--- config.mk ---
export PLATFORM = sky130hd
export DESIGN_NAME = staged_config_handoff
export DESIGN_NICKNAME = d
export VERILOG_FILES = /design/src/core/handoff_pkg.sv /design/src/core/input_mask.sv /design/src/core/ur_responder.sv /design/src/core/staged_config_handoff.sv
export VERILOG_INCLUDE_DIRS = /design/src /design/src/core
export SDC_FILE = /design/constraint.sdc
export NUM_CORES = 1
export LEC_CHECK = 0
export ABC_AREA = 1
export ABC_CLOCK_PERIOD_IN_PS = 3400
export BUFFER_PORTS_ARGS = -buffer_cell sky130_fd_sc_hd__buf_4
export CAP_MARGIN = 5
export CORE_MARGIN = 2
export CORE_UTILIZATION = 40
export CTS_CLUSTER_DIAMETER = 150
export DETAILED_ROUTE_END_ITERATION = 10
export PLACE_DENSITY = 0.7
export SLEW_MARGIN = 5
export SYNTH_ARGS = -nofsm -noshare
export SYNTH_HDL_FRONTEND = slang
export SYNTH_SLANG_ARGS = --single-unit
--- constraint.sdc ---
create_clock -name pclk -period 3.4 [get_ports pclk]
set_input_delay 0.68 -clock pclk [delete_from_list [all_inputs] [get_ports pclk]]
set_output_delay 0.68 -clock pclk [all_outputs]
set_load 0.05 [all_outputs]
--- src/core/handoff_map.svh ---
`ifndef HANDOFF_MAP_SVH
`define HANDOFF_MAP_SVH

// register byte offsets
`define HO_CTRL_OFF     12'h000
`define HO_CAP_OFF      12'h004
`define HO_STATUS_OFF   12'h008
`define HO_URCNT_OFF    12'h00c
`define HO_ADDR_W       12

// field positions
`define HO_CTRL_SWITCH  0
`define HO_CAP_REQ      0
`define HO_ST_READY     0
`define HO_ST_EOS       1
`define HO_ST_LINK      2
`define HO_ST_RESET     3
`define HO_ST_CREQ      4
`define HO_ST_CGNT      5
`define HO_ST_CREL      6
`define HO_ST_ACCESS    7
`define HO_ST_INIT      8

// widths and reset values
`define HO_CRIT_W       8
`define HO_CRIT_IDLE    8'h00
`define HO_TAG_W        8
`define HO_CNT_W        16
`define HO_CNT_RST      16'h0000

`endif

--- src/core/handoff_pkg.sv ---
`default_nettype none
package handoff_pkg;

    typedef enum logic [1:0] {
        ST_WAIT_S1 = 2'b00,
        ST_STAGE1  = 2'b01,
        ST_LOAD_S2 = 2'b10,
        ST_RUN     = 2'b11
    } load_state_t;

    typedef logic [7:0] crit_t;
    typedef logic [7:0] tag_t;

endpackage
`default_nettype wire

--- src/core/input_mask.sv ---
`timescale 1ns/1ps
`default_nettype none
`include "handoff_map.svh"

module input_mask (
    input  wire logic                 pclk,
    input  wire logic                 presetn,
    input  wire logic                 sel_pass,
    input  wire handoff_pkg::crit_t   usr_in,
    output logic [`HO_CRIT_W-1:0]     core_in
);
    import handoff_pkg::*;

    logic [`HO_CRIT_W-1:0] mask_ff;
    logic [`HO_CRIT_W-1:0] nxt_mask;
    localparam logic [`HO_CRIT_W-1:0] IDLE = `HO_CRIT_IDLE;

    // ************************************************
    // per-bit input multiplexers
    // ************************************************
    genvar i;
    generate
        for (i = 0; i < `HO_CRIT_W; i = i + 1) begin : g_bit
            always_comb begin
                nxt_mask[i] = sel_pass ? usr_in[i] : IDLE[i];
            end
        end
    endgenerate

    always_ff @(posedge pclk or negedge presetn) begin
        if (!presetn) begin
            mask_ff <= `HO_CRIT_IDLE;
        end else begin
            mask_ff <= nxt_mask;
        end
    end

    assign core_in = mask_ff;

endmodule
`default_nettype wire

--- src/core/ur_responder.sv ---
`timescale 1ns/1ps
`default_nettype none
`include "handoff_map.svh"

module ur_responder (
    input  wire logic                 pclk,
    input  wire logic                 presetn,
    input  wire logic                 stage2_ready,
    input  wire logic                 rx_valid,
    input  wire logic                 rx_hard,
    input  wire logic                 rx_bar_hit,
    input  wire handoff_pkg::tag_t    rx_tag,
    output logic                      ur_valid,
    output logic [`HO_TAG_W-1:0]      ur_tag,
    output logic                      fwd_valid,
    output logic [`HO_TAG_W-1:0]      fwd_tag
);
    import handoff_pkg::*;

    logic                 ur_v_ff;
    logic                 fwd_v_ff;
    logic [`HO_TAG_W-1:0] tag_ff;
    logic                 nxt_ur_v;
    logic                 nxt_fwd_v;
    logic [`HO_TAG_W-1:0] nxt_tag;

    always_comb begin
        nxt_ur_v  = 1'b0;
        nxt_fwd_v = 1'b0;
        nxt_tag   = tag_ff;
        if (rx_valid && !rx_hard) begin
            nxt_tag = rx_tag;
            if (!stage2_ready) begin
                nxt_ur_v = 1'b1;
            end else begin
                nxt_fwd_v = 1'b1;
            end
        end
    end

    always_ff @(posedge pclk or negedge presetn) begin
        if (!presetn) begin
            ur_v_ff  <= 1'b0;
            fwd_v_ff <= 1'b0;
            tag_ff   <= '0;
        end else begin
            ur_v_ff  <= nxt_ur_v;
            fwd_v_ff <= nxt_fwd_v;
            tag_ff   <= nxt_tag;
        end
    end

    assign ur_valid  = ur_v_ff;
    assign fwd_valid = fwd_v_ff;
    assign ur_tag    = tag_ff;
    assign fwd_tag   = tag_ff;

endmodule
`default_nettype wire

--- src/core/staged_config_handoff.sv ---
// Local design decisions: register access over APB and the register offsets.
`timescale 1ns/1ps
`default_nettype none
`include "handoff_map.svh"

module staged_config_handoff (
    input  wire logic                    pclk,
    input  wire logic                    presetn,
    input  wire logic                    psel,
    input  wire logic                    penable,
    input  wire logic                    pwrite,
    input  wire logic [`HO_ADDR_W-1:0]   paddr,
    input  wire logic [31:0]             pwdata,
    output logic [31:0]                  prdata,
    output logic                         pready,
    output logic                         pslverr,
    input  wire logic                    eos_in,
    output logic                         eos_out,
    output logic                         stage2_ready,
    input  wire handoff_pkg::crit_t      usr_crit_in,
    output logic [`HO_CRIT_W-1:0]        core_crit_in,
    input  wire logic                    rx_valid,
    input  wire logic                    rx_hard,
    input  wire logic                    rx_bar_hit,
    input  wire handoff_pkg::tag_t       rx_tag,
    output logic                         ur_valid,
    output logic [`HO_TAG_W-1:0]         ur_tag,
    output logic                         fwd_valid,
    output logic [`HO_TAG_W-1:0]         fwd_tag,
    output logic                         cap_req,
    input  wire logic                    cap_gnt,
    input  wire logic                    cap_rel,
    output logic                         cfg_access,
    input  wire logic                    core_reset_in,
    input  wire logic                    link_up_in,
    output logic                         user_reset,
    output logic                         user_lnk_up
);
    import handoff_pkg::*;

    // ************************************************
    // state
    // ************************************************
    load_state_t             state_ff;
    load_state_t             nxt_state;
    logic                    ready_ff;
    logic                    nxt_ready;
    logic                    init_done_ff;
    logic                    nxt_init_done;
    logic                    eos_ff;
    logic                    sw_req_ff;
    logic                    nxt_sw_req;
    logic                    cap_req_ff;
    logic                    nxt_cap_req;
    logic                    access_ff;
    logic                    nxt_access;
    logic                    reset_ff;
    logic                    link_ff;
    logic [`HO_CNT_W-1:0]    urcnt_ff;
    logic [`HO_CNT_W-1:0]    nxt_urcnt;
    logic [31:0]             rdata_ff;
    logic [31:0]             nxt_rdata;
    logic                    err_ff;
    logic                    nxt_err;
    logic                    setup;
    logic                    wr_acc;
    logic                    hit;
    logic                    ur_pulse;

    assign setup  = psel && !penable;
    assign wr_acc = psel && penable && pwrite;

    // ************************************************
    // stage tracking from end-of-startup
    // ************************************************
    always_comb begin
        nxt_state     = state_ff;
        nxt_ready     = ready_ff;
        nxt_init_done = init_done_ff;
        unique case (state_ff)
            ST_WAIT_S1: begin
                if (eos_in) begin
                    nxt_state = ST_STAGE1;
                end
            end
            ST_STAGE1: begin
                if (!eos_in) begin
                    nxt_state = ST_LOAD_S2;
                end
            end
            ST_LOAD_S2: begin
                if (eos_in) begin
                    nxt_state     = ST_RUN;
                    nxt_ready     = 1'b1;
                    nxt_init_done = 1'b1;
                end
            end
            ST_RUN: begin
                if (wr_acc && paddr == `HO_CTRL_OFF) begin
                    nxt_ready = pwdata[`HO_CTRL_SWITCH];
                end
            end
        endcase
    end

    always_ff @(posedge pclk or negedge presetn) begin
        if (!presetn) begin
            state_ff     <= ST_WAIT_S1;
            ready_ff     <= 1'b0;
            init_done_ff <= 1'b0;
        end else begin
            state_ff     <= nxt_state;
            ready_ff     <= nxt_ready;
            init_done_ff <= nxt_init_done;
        end
    end

    // ************************************************
    // pass-through and core status
    // ************************************************
    always_ff @(posedge pclk or negedge presetn) begin
        if (!presetn) begin
            eos_ff   <= 1'b0;
            reset_ff <= 1'b1;
            link_ff  <= 1'b0;
        end else begin
            eos_ff   <= eos_in;
            reset_ff <= core_reset_in;
            link_ff  <= link_up_in && !core_reset_in;
        end
    end

    // ************************************************
    // configuration port arbitration
    // ************************************************
    always_comb begin
        nxt_sw_req = sw_req_ff;
        if (cap_rel) begin
            nxt_sw_req = 1'b0;
        end
        if (wr_acc && paddr == `HO_CAP_OFF) begin
            nxt_sw_req = pwdata[`HO_CAP_REQ];
        end
        nxt_cap_req = nxt_sw_req;
        nxt_access  = cap_req_ff && cap_gnt && !cap_rel;
    end

    always_ff @(posedge pclk or negedge presetn) begin
        if (!presetn) begin
            sw_req_ff  <= 1'b0;
            cap_req_ff <= 1'b0;
            access_ff  <= 1'b0;
        end else begin
            sw_req_ff  <= nxt_sw_req;
            cap_req_ff <= nxt_cap_req;
            access_ff  <= nxt_access;
        end
    end

    // ************************************************
    // masking and request handling
    // ************************************************
    input_mask u_mask (
        .pclk     (pclk),
        .presetn  (presetn),
        .sel_pass (ready_ff),
        .usr_in   (usr_crit_in),
        .core_in  (core_crit_in)
    );

    ur_responder u_ur (
        .pclk         (pclk),
        .presetn      (presetn),
        .stage2_ready (ready_ff),
        .rx_valid     (rx_valid),
        .rx_hard      (rx_hard),
        .rx_bar_hit   (rx_bar_hit),
        .rx_tag       (rx_tag),
        .ur_valid     (ur_pulse),
        .ur_tag       (ur_tag),
        .fwd_valid    (fwd_valid),
        .fwd_tag      (fwd_tag)
    );

    // ur counter, cleared by a write to HO_URCNT_OFF; a count in the same cycle as that write loads 1
    always_comb begin
        nxt_urcnt = urcnt_ff;
        if (wr_acc && paddr == `HO_URCNT_OFF) begin
            nxt_urcnt = `HO_CNT_RST;
        end
        if (ur_pulse) begin
            nxt_urcnt = (wr_acc && paddr == `HO_URCNT_OFF) ? `HO_CNT_W'(1)
                                                           : urcnt_ff + `HO_CNT_W'(1);
        end
    end

    always_ff @(posedge pclk or negedge presetn) begin
        if (!presetn) begin
            urcnt_ff <= `HO_CNT_RST;
        end else begin
            urcnt_ff <= nxt_urcnt;
        end
    end

    // ************************************************
    // apb slave
    // ************************************************
    always_comb begin
        hit = (paddr == `HO_CTRL_OFF) || (paddr == `HO_CAP_OFF) ||
              (paddr == `HO_STATUS_OFF) || (paddr == `HO_URCNT_OFF);
        nxt_rdata = rdata_ff;
        nxt_err   = err_ff;
        if (setup) begin
            nxt_err   = !hit || (pwrite && paddr == `HO_STATUS_OFF);
            nxt_rdata = 32'h0000_0000;
            if (!pwrite) begin
                unique case (paddr)
                    `HO_CTRL_OFF: begin
                        nxt_rdata[`HO_CTRL_SWITCH] = ready_ff;
                    end
                    `HO_CAP_OFF: begin
                        nxt_rdata[`HO_CAP_REQ] = sw_req_ff;
                    end
                    `HO_STATUS_OFF: begin
                        nxt_rdata[`HO_ST_READY]  = ready_ff;
                        nxt_rdata[`HO_ST_EOS]    = eos_ff;
                        nxt_rdata[`HO_ST_LINK]   = link_ff;
                        nxt_rdata[`HO_ST_RESET]  = reset_ff;
                        nxt_rdata[`HO_ST_CREQ]   = cap_req_ff;
                        nxt_rdata[`HO_ST_CGNT]   = cap_gnt;
                        nxt_rdata[`HO_ST_CREL]   = cap_rel;
                        nxt_rdata[`HO_ST_ACCESS] = access_ff;
                        nxt_rdata[`HO_ST_INIT]   = init_done_ff;
                    end
                    `HO_URCNT_OFF: begin
                        nxt_rdata[`HO_CNT_W-1:0] = urcnt_ff;
                    end
                    default: begin
                        nxt_rdata = 32'h0000_0000;
                    end
                endcase
            end
        end
    end

    always_ff @(posedge pclk or negedge presetn) begin
        if (!presetn) begin
            rdata_ff <= 32'h0000_0000;
            err_ff   <= 1'b0;
        end else begin
            rdata_ff <= nxt_rdata;
            err_ff   <= nxt_err;
        end
    end

    // ************************************************
    // outputs
    // ************************************************
    assign prdata       = rdata_ff;
    assign pready       = 1'b1;
    assign pslverr      = psel && penable && err_ff;
    assign eos_out      = eos_ff;
    assign stage2_ready = ready_ff;
    assign ur_valid     = ur_pulse;
    assign cap_req      = cap_req_ff;
    assign cfg_access   = access_ff;
    assign user_reset   = reset_ff;
    assign user_lnk_up  = link_ff;

endmodule
`default_nettype wire

==> impl_metrics.env, run 1 <==
export IMPL_outcome="finished, final reports clean"
export IMPL_yosysWarnings=0
export IMPL_vdd_drop_max_uv=371
export IMPL_port_buffers=89
export IMPL_clock_latency_ns=0.33
export IMPL_coreArea_um2=7290
export IMPL_path_cells="buf_4"
export IMPL_whs_ns=0.402
export IMPL_regArea_um2=1500
export IMPL_hold_class="input port to asynchronous set/reset pin"
export IMPL_groute_usage_overall=0.165
export IMPL_slowest_delay_ns=0.62
export IMPL_ys_ff_latch=60
export IMPL_avgViaCountPerCell=4.52
export IMPL_wire_per_inst_um=11.4
export IMPL_cts_hold_buf=0
export IMPL_cts_root_buf="clkbuf_8"
export IMPL_clkPwrFrac=0.287
export IMPL_final_cell_mix="nand2_1, buf_4, dfrtp_1"
export IMPL_pin_count=139
export IMPL_power_frac_comb=0.313
export IMPL_synth_cell_type_count=27
export IMPL_drc=0
export IMPL_die_width_um=91.0
export IMPL_drv_cap=0
export IMPL_gr_total_overflow=0
export IMPL_ff2ff_setup_slack_ns=1.89
export IMPL_max_freq_ghz=0.521
export IMPL_worst_pin_slew_ns=0.739
export IMPL_drt_total_wl_um=6270
export IMPL_critPathCaptureType="primary output"
export IMPL_maxSlewViolCount=0
export IMPL_cts_num_sinks=60
export IMPL_nets=524
export IMPL_synth_seq_area_share=0.497
export IMPL_finish_instance_area_um2=3840
export IMPL_min_period_ns=1.92
export IMPL_fin_tns_setup_ns=0
export IMPL_final_common_cell="nand2_1"
export IMPL_n_fill_cell=718
export IMPL_mappedNetlistArea_um2=3020
export IMPL_antenna_cells_inserted=0
export IMPL_start_kind="flip-flop"
export IMPL_antenna_found_initial=0
export IMPL_dp_hpwl_um=4770
export IMPL_grt_pass1_vias=2507
export IMPL_p_leak_uw=0.00207
export IMPL_multi_input_area_um2=1160
export IMPL_rsz0062_at_grt="false"
export IMPL_cp_top_family="flip-flops"
export IMPL_cts_clk_slew_worst_paths_ns=0.06
export IMPL_drt_iter0_drc=158
export IMPL_crit_required_ns=2.72
export IMPL_first_pass_iters=4
export IMPL_cts_buffer_depth=2
export IMPL_cts_resized=0
export IMPL_p_seq_frac=0.400
export IMPL_p_per_area_nw_per_um2=583
export IMPL_htreeDepth=3
export IMPL_swShare=0.374
export IMPL_yosysTopAreaCell="dfrtp_1"
export IMPL_antenna_left=0
export IMPL_synth_area_leaders="dfrtp_1, nand2_1, buf_4"
export IMPL_p_int_uw=1400
export IMPL_critPathMaxFanout=13
export IMPL_setup_slack_ns=1.48
export IMPL_worst_path_buf_inv=1
export IMPL_num_vias=2486
export IMPL_period_share=0.565
export IMPL_syn_inst=361
export IMPL_place_ws_ns=1.32
export IMPL_gp_congestion=0.788
export IMPL_drive_gt1_frac=0.273
export IMPL_path_class="flip-flop to primary output"
export IMPL_synth_top_area_share=0.488
export IMPL_finalSetupViolations=0
export IMPL_syn_area_per_cell_um2=8.38
export IMPL_rows=31
export IMPL_crit_slowest_cell="dfrtp_1"
export IMPL_syn2layout_area_growth_pct=27.1
export IMPL_grt_pass1_wl_um=11100
export IMPL_skew_ns=0.00737
export IMPL_cp_arrival_ns=1.24
export IMPL_dieArea_um2=8270
export IMPL_cts_buffers=9
export IMPL_start_util=0.415
export IMPL_place_area_um2=3640
export IMPL_die_h_um=91.0
export IMPL_relSlewSlack=0.507
export IMPL_cts_tree="yes"
export IMPL_grt_max_degree=61
export IMPL_postCtsSetupBuffers=0
export IMPL_switching_power_uw=839
export IMPL_finalHoldViolCount=0
[registers in the layout, indices dropped and copies added, names as in the netlist, 2 cells and up]
| register | count |
|---|---|
| u_ur.fwd_tag | 8 |
| state_ff | 2 |
| urcnt_ff | 16 |
| prdata | 16 |
| u_mask.core_in | 8 |
[synthesized netlist by cell type]
library cell and number:
clkbuf_1 1, a21oi_1 10, xnor2_1 1, nor3_1 5, ha_1 5, clkinv_1 2, nand2_2 2, o21ai_2 3
nand2_1 96, buf_2 1, o21ai_0 19, nand3_1 20, nor3_2 1, and3_1 2, nor2_4 2, o31ai_1 5
buf_4 25, nand4_1 6, nand3_2 2, buf_6 3, dfstp_2 1, xor2_1 1, nor2_1 32, conb_1 2
mux2_2 8, inv_1 47, dfrtp_1 59
[final timing paths]
check / startpoint / to / cells after the start
hold reg to reg: init_done_ff / init_done_ff / 2
setup reg to reg: urcnt_ff[0] / urcnt_ff[10] / 8
hold / removal: presetn / u_mask.core_in[6] / 1
max in group asynchronous: presetn / prdata[5] / 1
setup / recovery: stage2_ready / stage2_ready / 1
min in group pclk: init_done_ff / init_done_ff / 2
[final cells by class]
cell class	count	area share
Sequential cell	60	0.391
Multi-Input combinational cell	237	0.303
Timing Repair Buffer	89	0.174
Inverter	49	0.0478
Clock buffer	12	0.0404
Tap cell	99	0.0322
Clock inverter	4	0.0124
[kinds of logic (layout without fill, tap and decap cells)]
group,after synthesis,count (layout),share of synthesized area
adder cells (fa/ha/maj),5,5,0.0207
AO/OA/AOI/OAI,37,37,0.0691
AND/OR/NAND/NOR,168,168,0.238
flip-flops,60,60,0.497
buffers and inverters,79,154,0.137
multiplexers,8,8,0.0298
other,2,17,0.00248
XOR/XNOR,2,2,0.00579
[routing by layer]
layer	GRT usage	vias to the layer above	wire [µm]
li1	-	1263	-
met1	0.198	1115	2710
met2	0.280	99	2990
met3	0.0647	9	483
met4	0.0354	0	83
met5	0	-	0
[power groups by stage]
stage / clock network [µW] / logic, µW / registers (µW)
global placement: 0 / 684 / 906
global route: 697 / 764 / 912
detailed placement: 0 / 706 / 913
finish: 643 / 701 / 897
CTS: 669 / 708 / 901
floorplan: 0 / 355 / 1060
[per-stage QoR]
stage,util,instances,power [µW]
3_3_place_gp,0.499,534,1590
4_1_cts,0.527,550,2280
6_report,0.527,550,2240
3_5_place_dp,0.499,534,1620
5_1_grt,0.527,550,2370
2_1_floorplan,-,376,1420
(Power assumes the default switching activity.)
==> run 2: changes to the inputs <==
Settings changed: ABC_AREA 1 to 0, ABC_CLOCK_PERIOD_IN_PS 3400 to 1800, PLACE_DENSITY 0.7 to 0.71.
Clock period 3.4 ns to 1.8 ns, I/O delays scaled along.
==> impl_metrics.env, run 2 <==
export IMPL_antenna_left=0
export IMPL_min_period_ns=1.60
export IMPL_avgViaCountPerCell=4.73
export IMPL_groute_usage_overall=0.168
export IMPL_use_met1=0.196
export IMPL_antenna_cells_inserted=0
export IMPL_n_fill_cell=640
export IMPL_grt_pass1_wl_um=9960
export IMPL_cts_clk_slew_worst_paths_ns=0.06
export IMPL_die_h_um=88.4
export IMPL_yosysTopAreaCell="dfrtp_1"
export IMPL_cts_resized=0
export IMPL_synth_seq_area_share=0.527
export IMPL_grt_max_degree=32
export IMPL_synth_top_area_share=0.518
export IMPL_final_common_cell="buf_4"
export IMPL_syn2layout_area_growth_pct=30.8
export IMPL_skew_ns=0.00436
export IMPL_die_width_um=88.4
export IMPL_groute_layer_met3_usage=0.0662
export IMPL_wire_per_inst_um=13.2
export IMPL_postCtsSetupBuffers=0
export IMPL_synth_cell_type_count=41
export IMPL_max_freq_ghz=0.624
export IMPL_ys_flop_type="dfrtp_1"
export IMPL_num_vias=2108
export IMPL_grt_pass1_vias=2135
export IMPL_dp_hpwl_um=4420
export IMPL_drc=0
export IMPL_gr_total_overflow=0
export IMPL_clock_latency_ns=0.33
export IMPL_cts_num_sinks=60
export IMPL_cts_tree="yes"
export IMPL_htreeDepth=3
export IMPL_use_met2=0.280
export IMPL_cts_root_buf="clkbuf_8"
export IMPL_critPathMaxFanout=5
export IMPL_hold_class="input port to flip-flop"
export IMPL_nets=423
export IMPL_regArea_um2=1500
export IMPL_start_kind="flip-flop"
export IMPL_drive_gt1_frac=0.363
export IMPL_yosysWarnings=0
export IMPL_p_leak_uw=0.00178
export IMPL_vdd_drop_max_uv=682
export IMPL_cts_buffers=9
export IMPL_drt_total_wl_um=5910
export IMPL_drt_iter0_drc=118
export IMPL_whs_ns=0.143
export IMPL_syn_inst=254
export IMPL_critPathCaptureType="flip-flop"
export IMPL_synth_area_leaders="dfrtp_1, buf_4, mux2i_1"
export IMPL_finalHoldViolCount=0
export IMPL_outcome="finished, final reports clean"
export IMPL_synth_common_cells="dfrtp_1, buf_4, nor2_1"
export IMPL_antenna_found_initial=0
export IMPL_synth_edff_count=0
export IMPL_async_flop_share=1.00
export IMPL_start_util=0.417
export IMPL_top_usage_layer="met2"
export IMPL_gp_congestion=0.760
export IMPL_drv_cap=0
export IMPL_crit_required_ns=2.02
export IMPL_finalSetupViolations=0
export IMPL_rows=30
export IMPL_coreArea_um2=6830
export IMPL_period_share=0.891
export IMPL_dieArea_um2=7810
export IMPL_pin_count=139
export IMPL_multi_input_area_um2=1150
export IMPL_fin_tns_setup_ns=0
export IMPL_cts_buffer_depth=2
export IMPL_yosysMostFrequentCell="dfrtp_1"
export IMPL_rsz0062_at_grt="false"
export IMPL_maxSlewViolCount=0
export IMPL_port_buffers=89
export IMPL_cts_hold_buf=1
export IMPL_p_per_area_nw_per_um2=1190
export IMPL_cp_arrival_ns=1.82
export IMPL_syn_area_per_cell_um2=11.2
export IMPL_path_class="flip-flop to flip-flop"
export IMPL_final_cell_mix="buf_4, dfrtp_1, nor2_1"
export IMPL_first_pass_iters=4
export IMPL_mappedNetlistArea_um2=2850
export IMPL_ys_ff_latch=60
==> run 2: report_power, final <==
part,internal (µW),switching (µW)
registers,1620,290
logic,552,961
clock network,535,487
==> run 2: final timing paths <==
| kind | slack (ns) | endpoint | depth (start not counted) | start |
|---|---|---|---|---|
| max | 0.20 | state_ff[1] | 6 | state_ff[0] |
| min | 0.14 | user_reset | 1 | core_reset_in |
| max reg2reg | 0.20 | state_ff[1] | 6 | state_ff[0] |
| min reg2reg | 0.49 | prdata[6] | 2 | prdata[6] |
| max in group asynchronous | 0.73 | user_reset | 3 | presetn |
| min in group asynchronous | 0.50 | prdata[8] | 2 | presetn |
==> run 2: through the flow <==
stage	setup slack [ns]	instance area, µm²	instances	total power (µW)	utilization
after global placement	0.136	3550	429	3410	0.520
after CTS	0.176	3730	446	4520	0.546
after floorplan	0.0625	2910	269	3040	-
after global routing	0.0493	3730	446	4760	0.546
final	0.197	3730	446	4450	0.546
after detailed placement	0.103	3550	429	3460	0.520
==> run 2: metal layers <==
metal / share of wire / up-vias
li1: - / 1014
met1: 0.42 / 1022
met2: 0.50 / 63
met3: 0.068 / 9
met4: 0.015 / 0
met5: 0 / -
==> run 2: worst max-delay path, stage by stage (launching register included) <==
cell and delay, ns:
dfrtp_1 0.37, inv_1 0.08, ha_1 0.25, nor3_1 0.19
a21oi_1 0.06, nor2_1 0.18, mux2_2 0.36
==> run 2: final cells by class <==
| class | count | share of cell area |
|---|---|---|
| Inverter | 7 | 0.00705 |
| Tap cell | 96 | 0.0322 |
| Multi-Input combinational cell | 169 | 0.309 |
| Clock inverter | 2 | 0.00269 |
| Clock buffer | 14 | 0.0410 |
| Sequential cell | 60 | 0.403 |
| Timing Repair Buffer | 98 | 0.205 |
==> run 2: kinds of logic after synthesis <==
group,synth area share
and+or+nand+nor,0.178
muxes,0.0817
xor gates and xnor gates,0.0461
DFF,0.527
buffers and inverters,0.0878
AOI/OAI and AO/OA,0.0540
other,0.00264
adders and majority gates,0.0220
==> run 3: changes to the inputs <==
Settings changed: SYNTH_HIERARCHICAL from default to 1.
==> impl_metrics.env, run 3 <==
export IMPL_async_flop_share=1.00
export IMPL_ys_ff_latch=60
export IMPL_whs_path_depth=1
export IMPL_num_vias=2059
export IMPL_gr_total_overflow=0
export IMPL_critPathCaptureType="flip-flop"
export IMPL_min_from="core_reset_in"
export IMPL_regArea_um2=1500
export IMPL_ys_flop_type="dfrtp_1"
export IMPL_multi_input_area_um2=1160
export IMPL_antenna_cells_inserted=0
export IMPL_swShare=0.375
export IMPL_wire_per_inst_um=13.0
export IMPL_critPathMaxFanout=4
export IMPL_gp_congestion=0.769
export IMPL_synth_top_area_share=0.511
export IMPL_p_int_uw=2980
export IMPL_rows=30
export IMPL_setup_slack_ns=0.192
export IMPL_place_ws_ns=0.116
export IMPL_hold_class="input port to flip-flop"
export IMPL_p_per_area_nw_per_um2=1260
export IMPL_drive_gt1_frac=0.375
export IMPL_path_class="flip-flop to flip-flop"
export IMPL_drt_total_wl_um=5780
export IMPL_dp_hpwl_um=4320
export IMPL_antenna_found_initial=0
export IMPL_yosysMostFrequentCell="dfrtp_1"
export IMPL_crit_required_ns=2.01
export IMPL_drt_iter0_drc=135
export IMPL_period_share=0.893
export IMPL_first_pass_iters=5
export IMPL_rsz0062_at_grt="false"
export IMPL_groute_usage_overall=0.158
export IMPL_utilization=0.548
export IMPL_finalHoldViolCount=0
export IMPL_syn2layout_area_growth_pct=31.1
export IMPL_power_frac_comb=0.319
export IMPL_cts_num_sinks=60
export IMPL_drc=0
export IMPL_cts_clk_slew_worst_paths_ns=0.07
export IMPL_start_util=0.418
export IMPL_max_freq_ghz=0.622
export IMPL_cp_arrival_ns=1.82
export IMPL_cp_top_family="flip-flops"
export IMPL_skew_ns=0.00721
export IMPL_port_buffers=89
export IMPL_htreeDepth=3
export IMPL_maxSlewViolCount=0
export IMPL_worst_path_buf_inv=1
export IMPL_cts_buffer_depth=2
export IMPL_cts_buffers=9
export IMPL_coreArea_um2=6910
export IMPL_finalSetupViolations=0
export IMPL_grt_pass1_vias=2085
export IMPL_switching_power_uw=1790
export IMPL_clock_latency_ns=0.33
export IMPL_yosysWarnings=6
export IMPL_syn_area_per_cell_um2=11.5
export IMPL_synth_seq_area_share=0.521
export IMPL_slowest_delay_ns=0.38
export IMPL_cts_tree="yes"
export IMPL_final_common_cell="buf_4"
export IMPL_postCtsSetupBuffers=0
export IMPL_synth_cell_type_count=41
export IMPL_mappedNetlistArea_um2=2890
export IMPL_cts_root_buf="clkbuf_8"
export IMPL_r2r_cells=6
export IMPL_start_kind="flip-flop"
export IMPL_path_cells="inv_1, ha_1, nor3_1, a21oi_1, nor2_1, mux2_2"
export IMPL_nets=420
export IMPL_whs_ns=0.141
export IMPL_grt_max_degree=33
export IMPL_die_width_um=89.0
export IMPL_ff2ff_setup_slack_ns=0.19
export IMPL_synth_edff_count=0
export IMPL_cts_resized=0
export IMPL_min_to="user_reset"
export IMPL_rr_startpoint="state_ff[0]"
export IMPL_dieArea_um2=7910
export IMPL_antenna_left=0
export IMPL_p_leak_uw=0.00183
export IMPL_drv_cap=0
export IMPL_syn_inst=252
export IMPL_synth_common_cells="dfrtp_1, buf_4, nor2_1"
export IMPL_n_fill_cell=639
export IMPL_vdd_drop_max_uv=676
export IMPL_p_seq_frac=0.397
export IMPL_final_cell_mix="buf_4, dfrtp_1, nor2_1"
export IMPL_die_h_um=89.0
export IMPL_clkPwrFrac=0.284
export IMPL_min_period_ns=1.61
export IMPL_p_total_uw=4770
export IMPL_avgViaCountPerCell=4.65
export IMPL_outcome="finished, final reports clean"
export IMPL_yosysTopAreaCell="dfrtp_1"
export IMPL_synth_area_leaders="dfrtp_1, buf_4, mux2_4"
export IMPL_fin_tns_setup_ns=0
export IMPL_grt_pass1_wl_um=9490
export IMPL_crit_slowest_cell="dfrtp_1"
export IMPL_pin_count=139
export IMPL_rr_endpoint="state_ff[1]"
-- run 3: cell types whose count changed in the layout (fill, tap and decap cells not counted), moves of 3 or more --
cell,change
nor3_1,-3
mux2_2,-6
and3_1,+3
o21ai_0,+8
a21oi_1,+3
clkbuf_1,-4
mux2_4,+8
o21ai_1,-9
nand4_1,-3
-- run 3: worst max-delay path by stage --
stage	cells past startpoint	to	slack (ns)	start
after global routing	6	state_ff[1]	0.09	state_ff[0]
after detailed placement	6	urcnt_ff[9]	0.12	paddr[1]
final	6	state_ff[1]	0.19	state_ff[0]
after floorplan	4	urcnt_ff[15]	0.19	u_ur/ur_valid
after global placement	6	urcnt_ff[9]	0.16	paddr[9]
after CTS	6	state_ff[1]	0.18	state_ff[0]
-- run 3: layer usage --
| layer | wire length (µm) | track usage | part of all wire |
|---|---|---|---|
| met5 | 0 | 0 | 0 |
| met4 | 23 | 0.0448 | 0.0040 |
| met3 | 507 | 0.0554 | 0.088 |
| met2 | 2720 | 0.257 | 0.47 |
| met1 | 2530 | 0.202 | 0.44 |
-- run 3: power by group through the flow --
stage	combinational [µW]	clock [µW]	sequential, µW
global placement	1500	0	1900
global route	1660	1460	1940
detailed placement	1530	0	1920
finish	1520	1360	1890
floorplan	821	0	2200
CTS	1540	1390	1890
-- run 3: stage by stage --
stage | std cells | instance area, µm²
4_1_cts | 443 | 3780
5_1_grt | 443 | 3780
2_1_floorplan | 267 | 2940
3_3_place_gp | 426 | 3550
6_report | 443 | 3780
3_5_place_dp | 426 | 3550
-- run 3: cell type report --
type | count | area share
flip-flops and latches | 60 | 0.397
multi-input cells | 167 | 0.305
repair buffers | 97 | 0.200
clock buffers | 10 | 0.0364
well taps | 96 | 0.0317
clock inverters | 6 | 0.0228
inverters | 7 | 0.00694
-- run 3: cells by family after synthesis --
| logic type | synth area share |
|---|---|
| flops | 0.521 |
| other cells | 0.00260 |
| xor+xnor | 0.0455 |
| compound gates | 0.0546 |
| simple gates | 0.165 |
| mux | 0.0915 |
| buf+inv | 0.0984 |
| fa+ha+maj | 0.0217 |
-- run 3: what timing repair did --
| item | 4_1_cts | 5_1_grt |
|---|---|---|
| endpoints found under the setup margin | 0 | 0 |
| hold endpoints to repair | 29 | 0 |
| hold buffers | 1 | 0 |
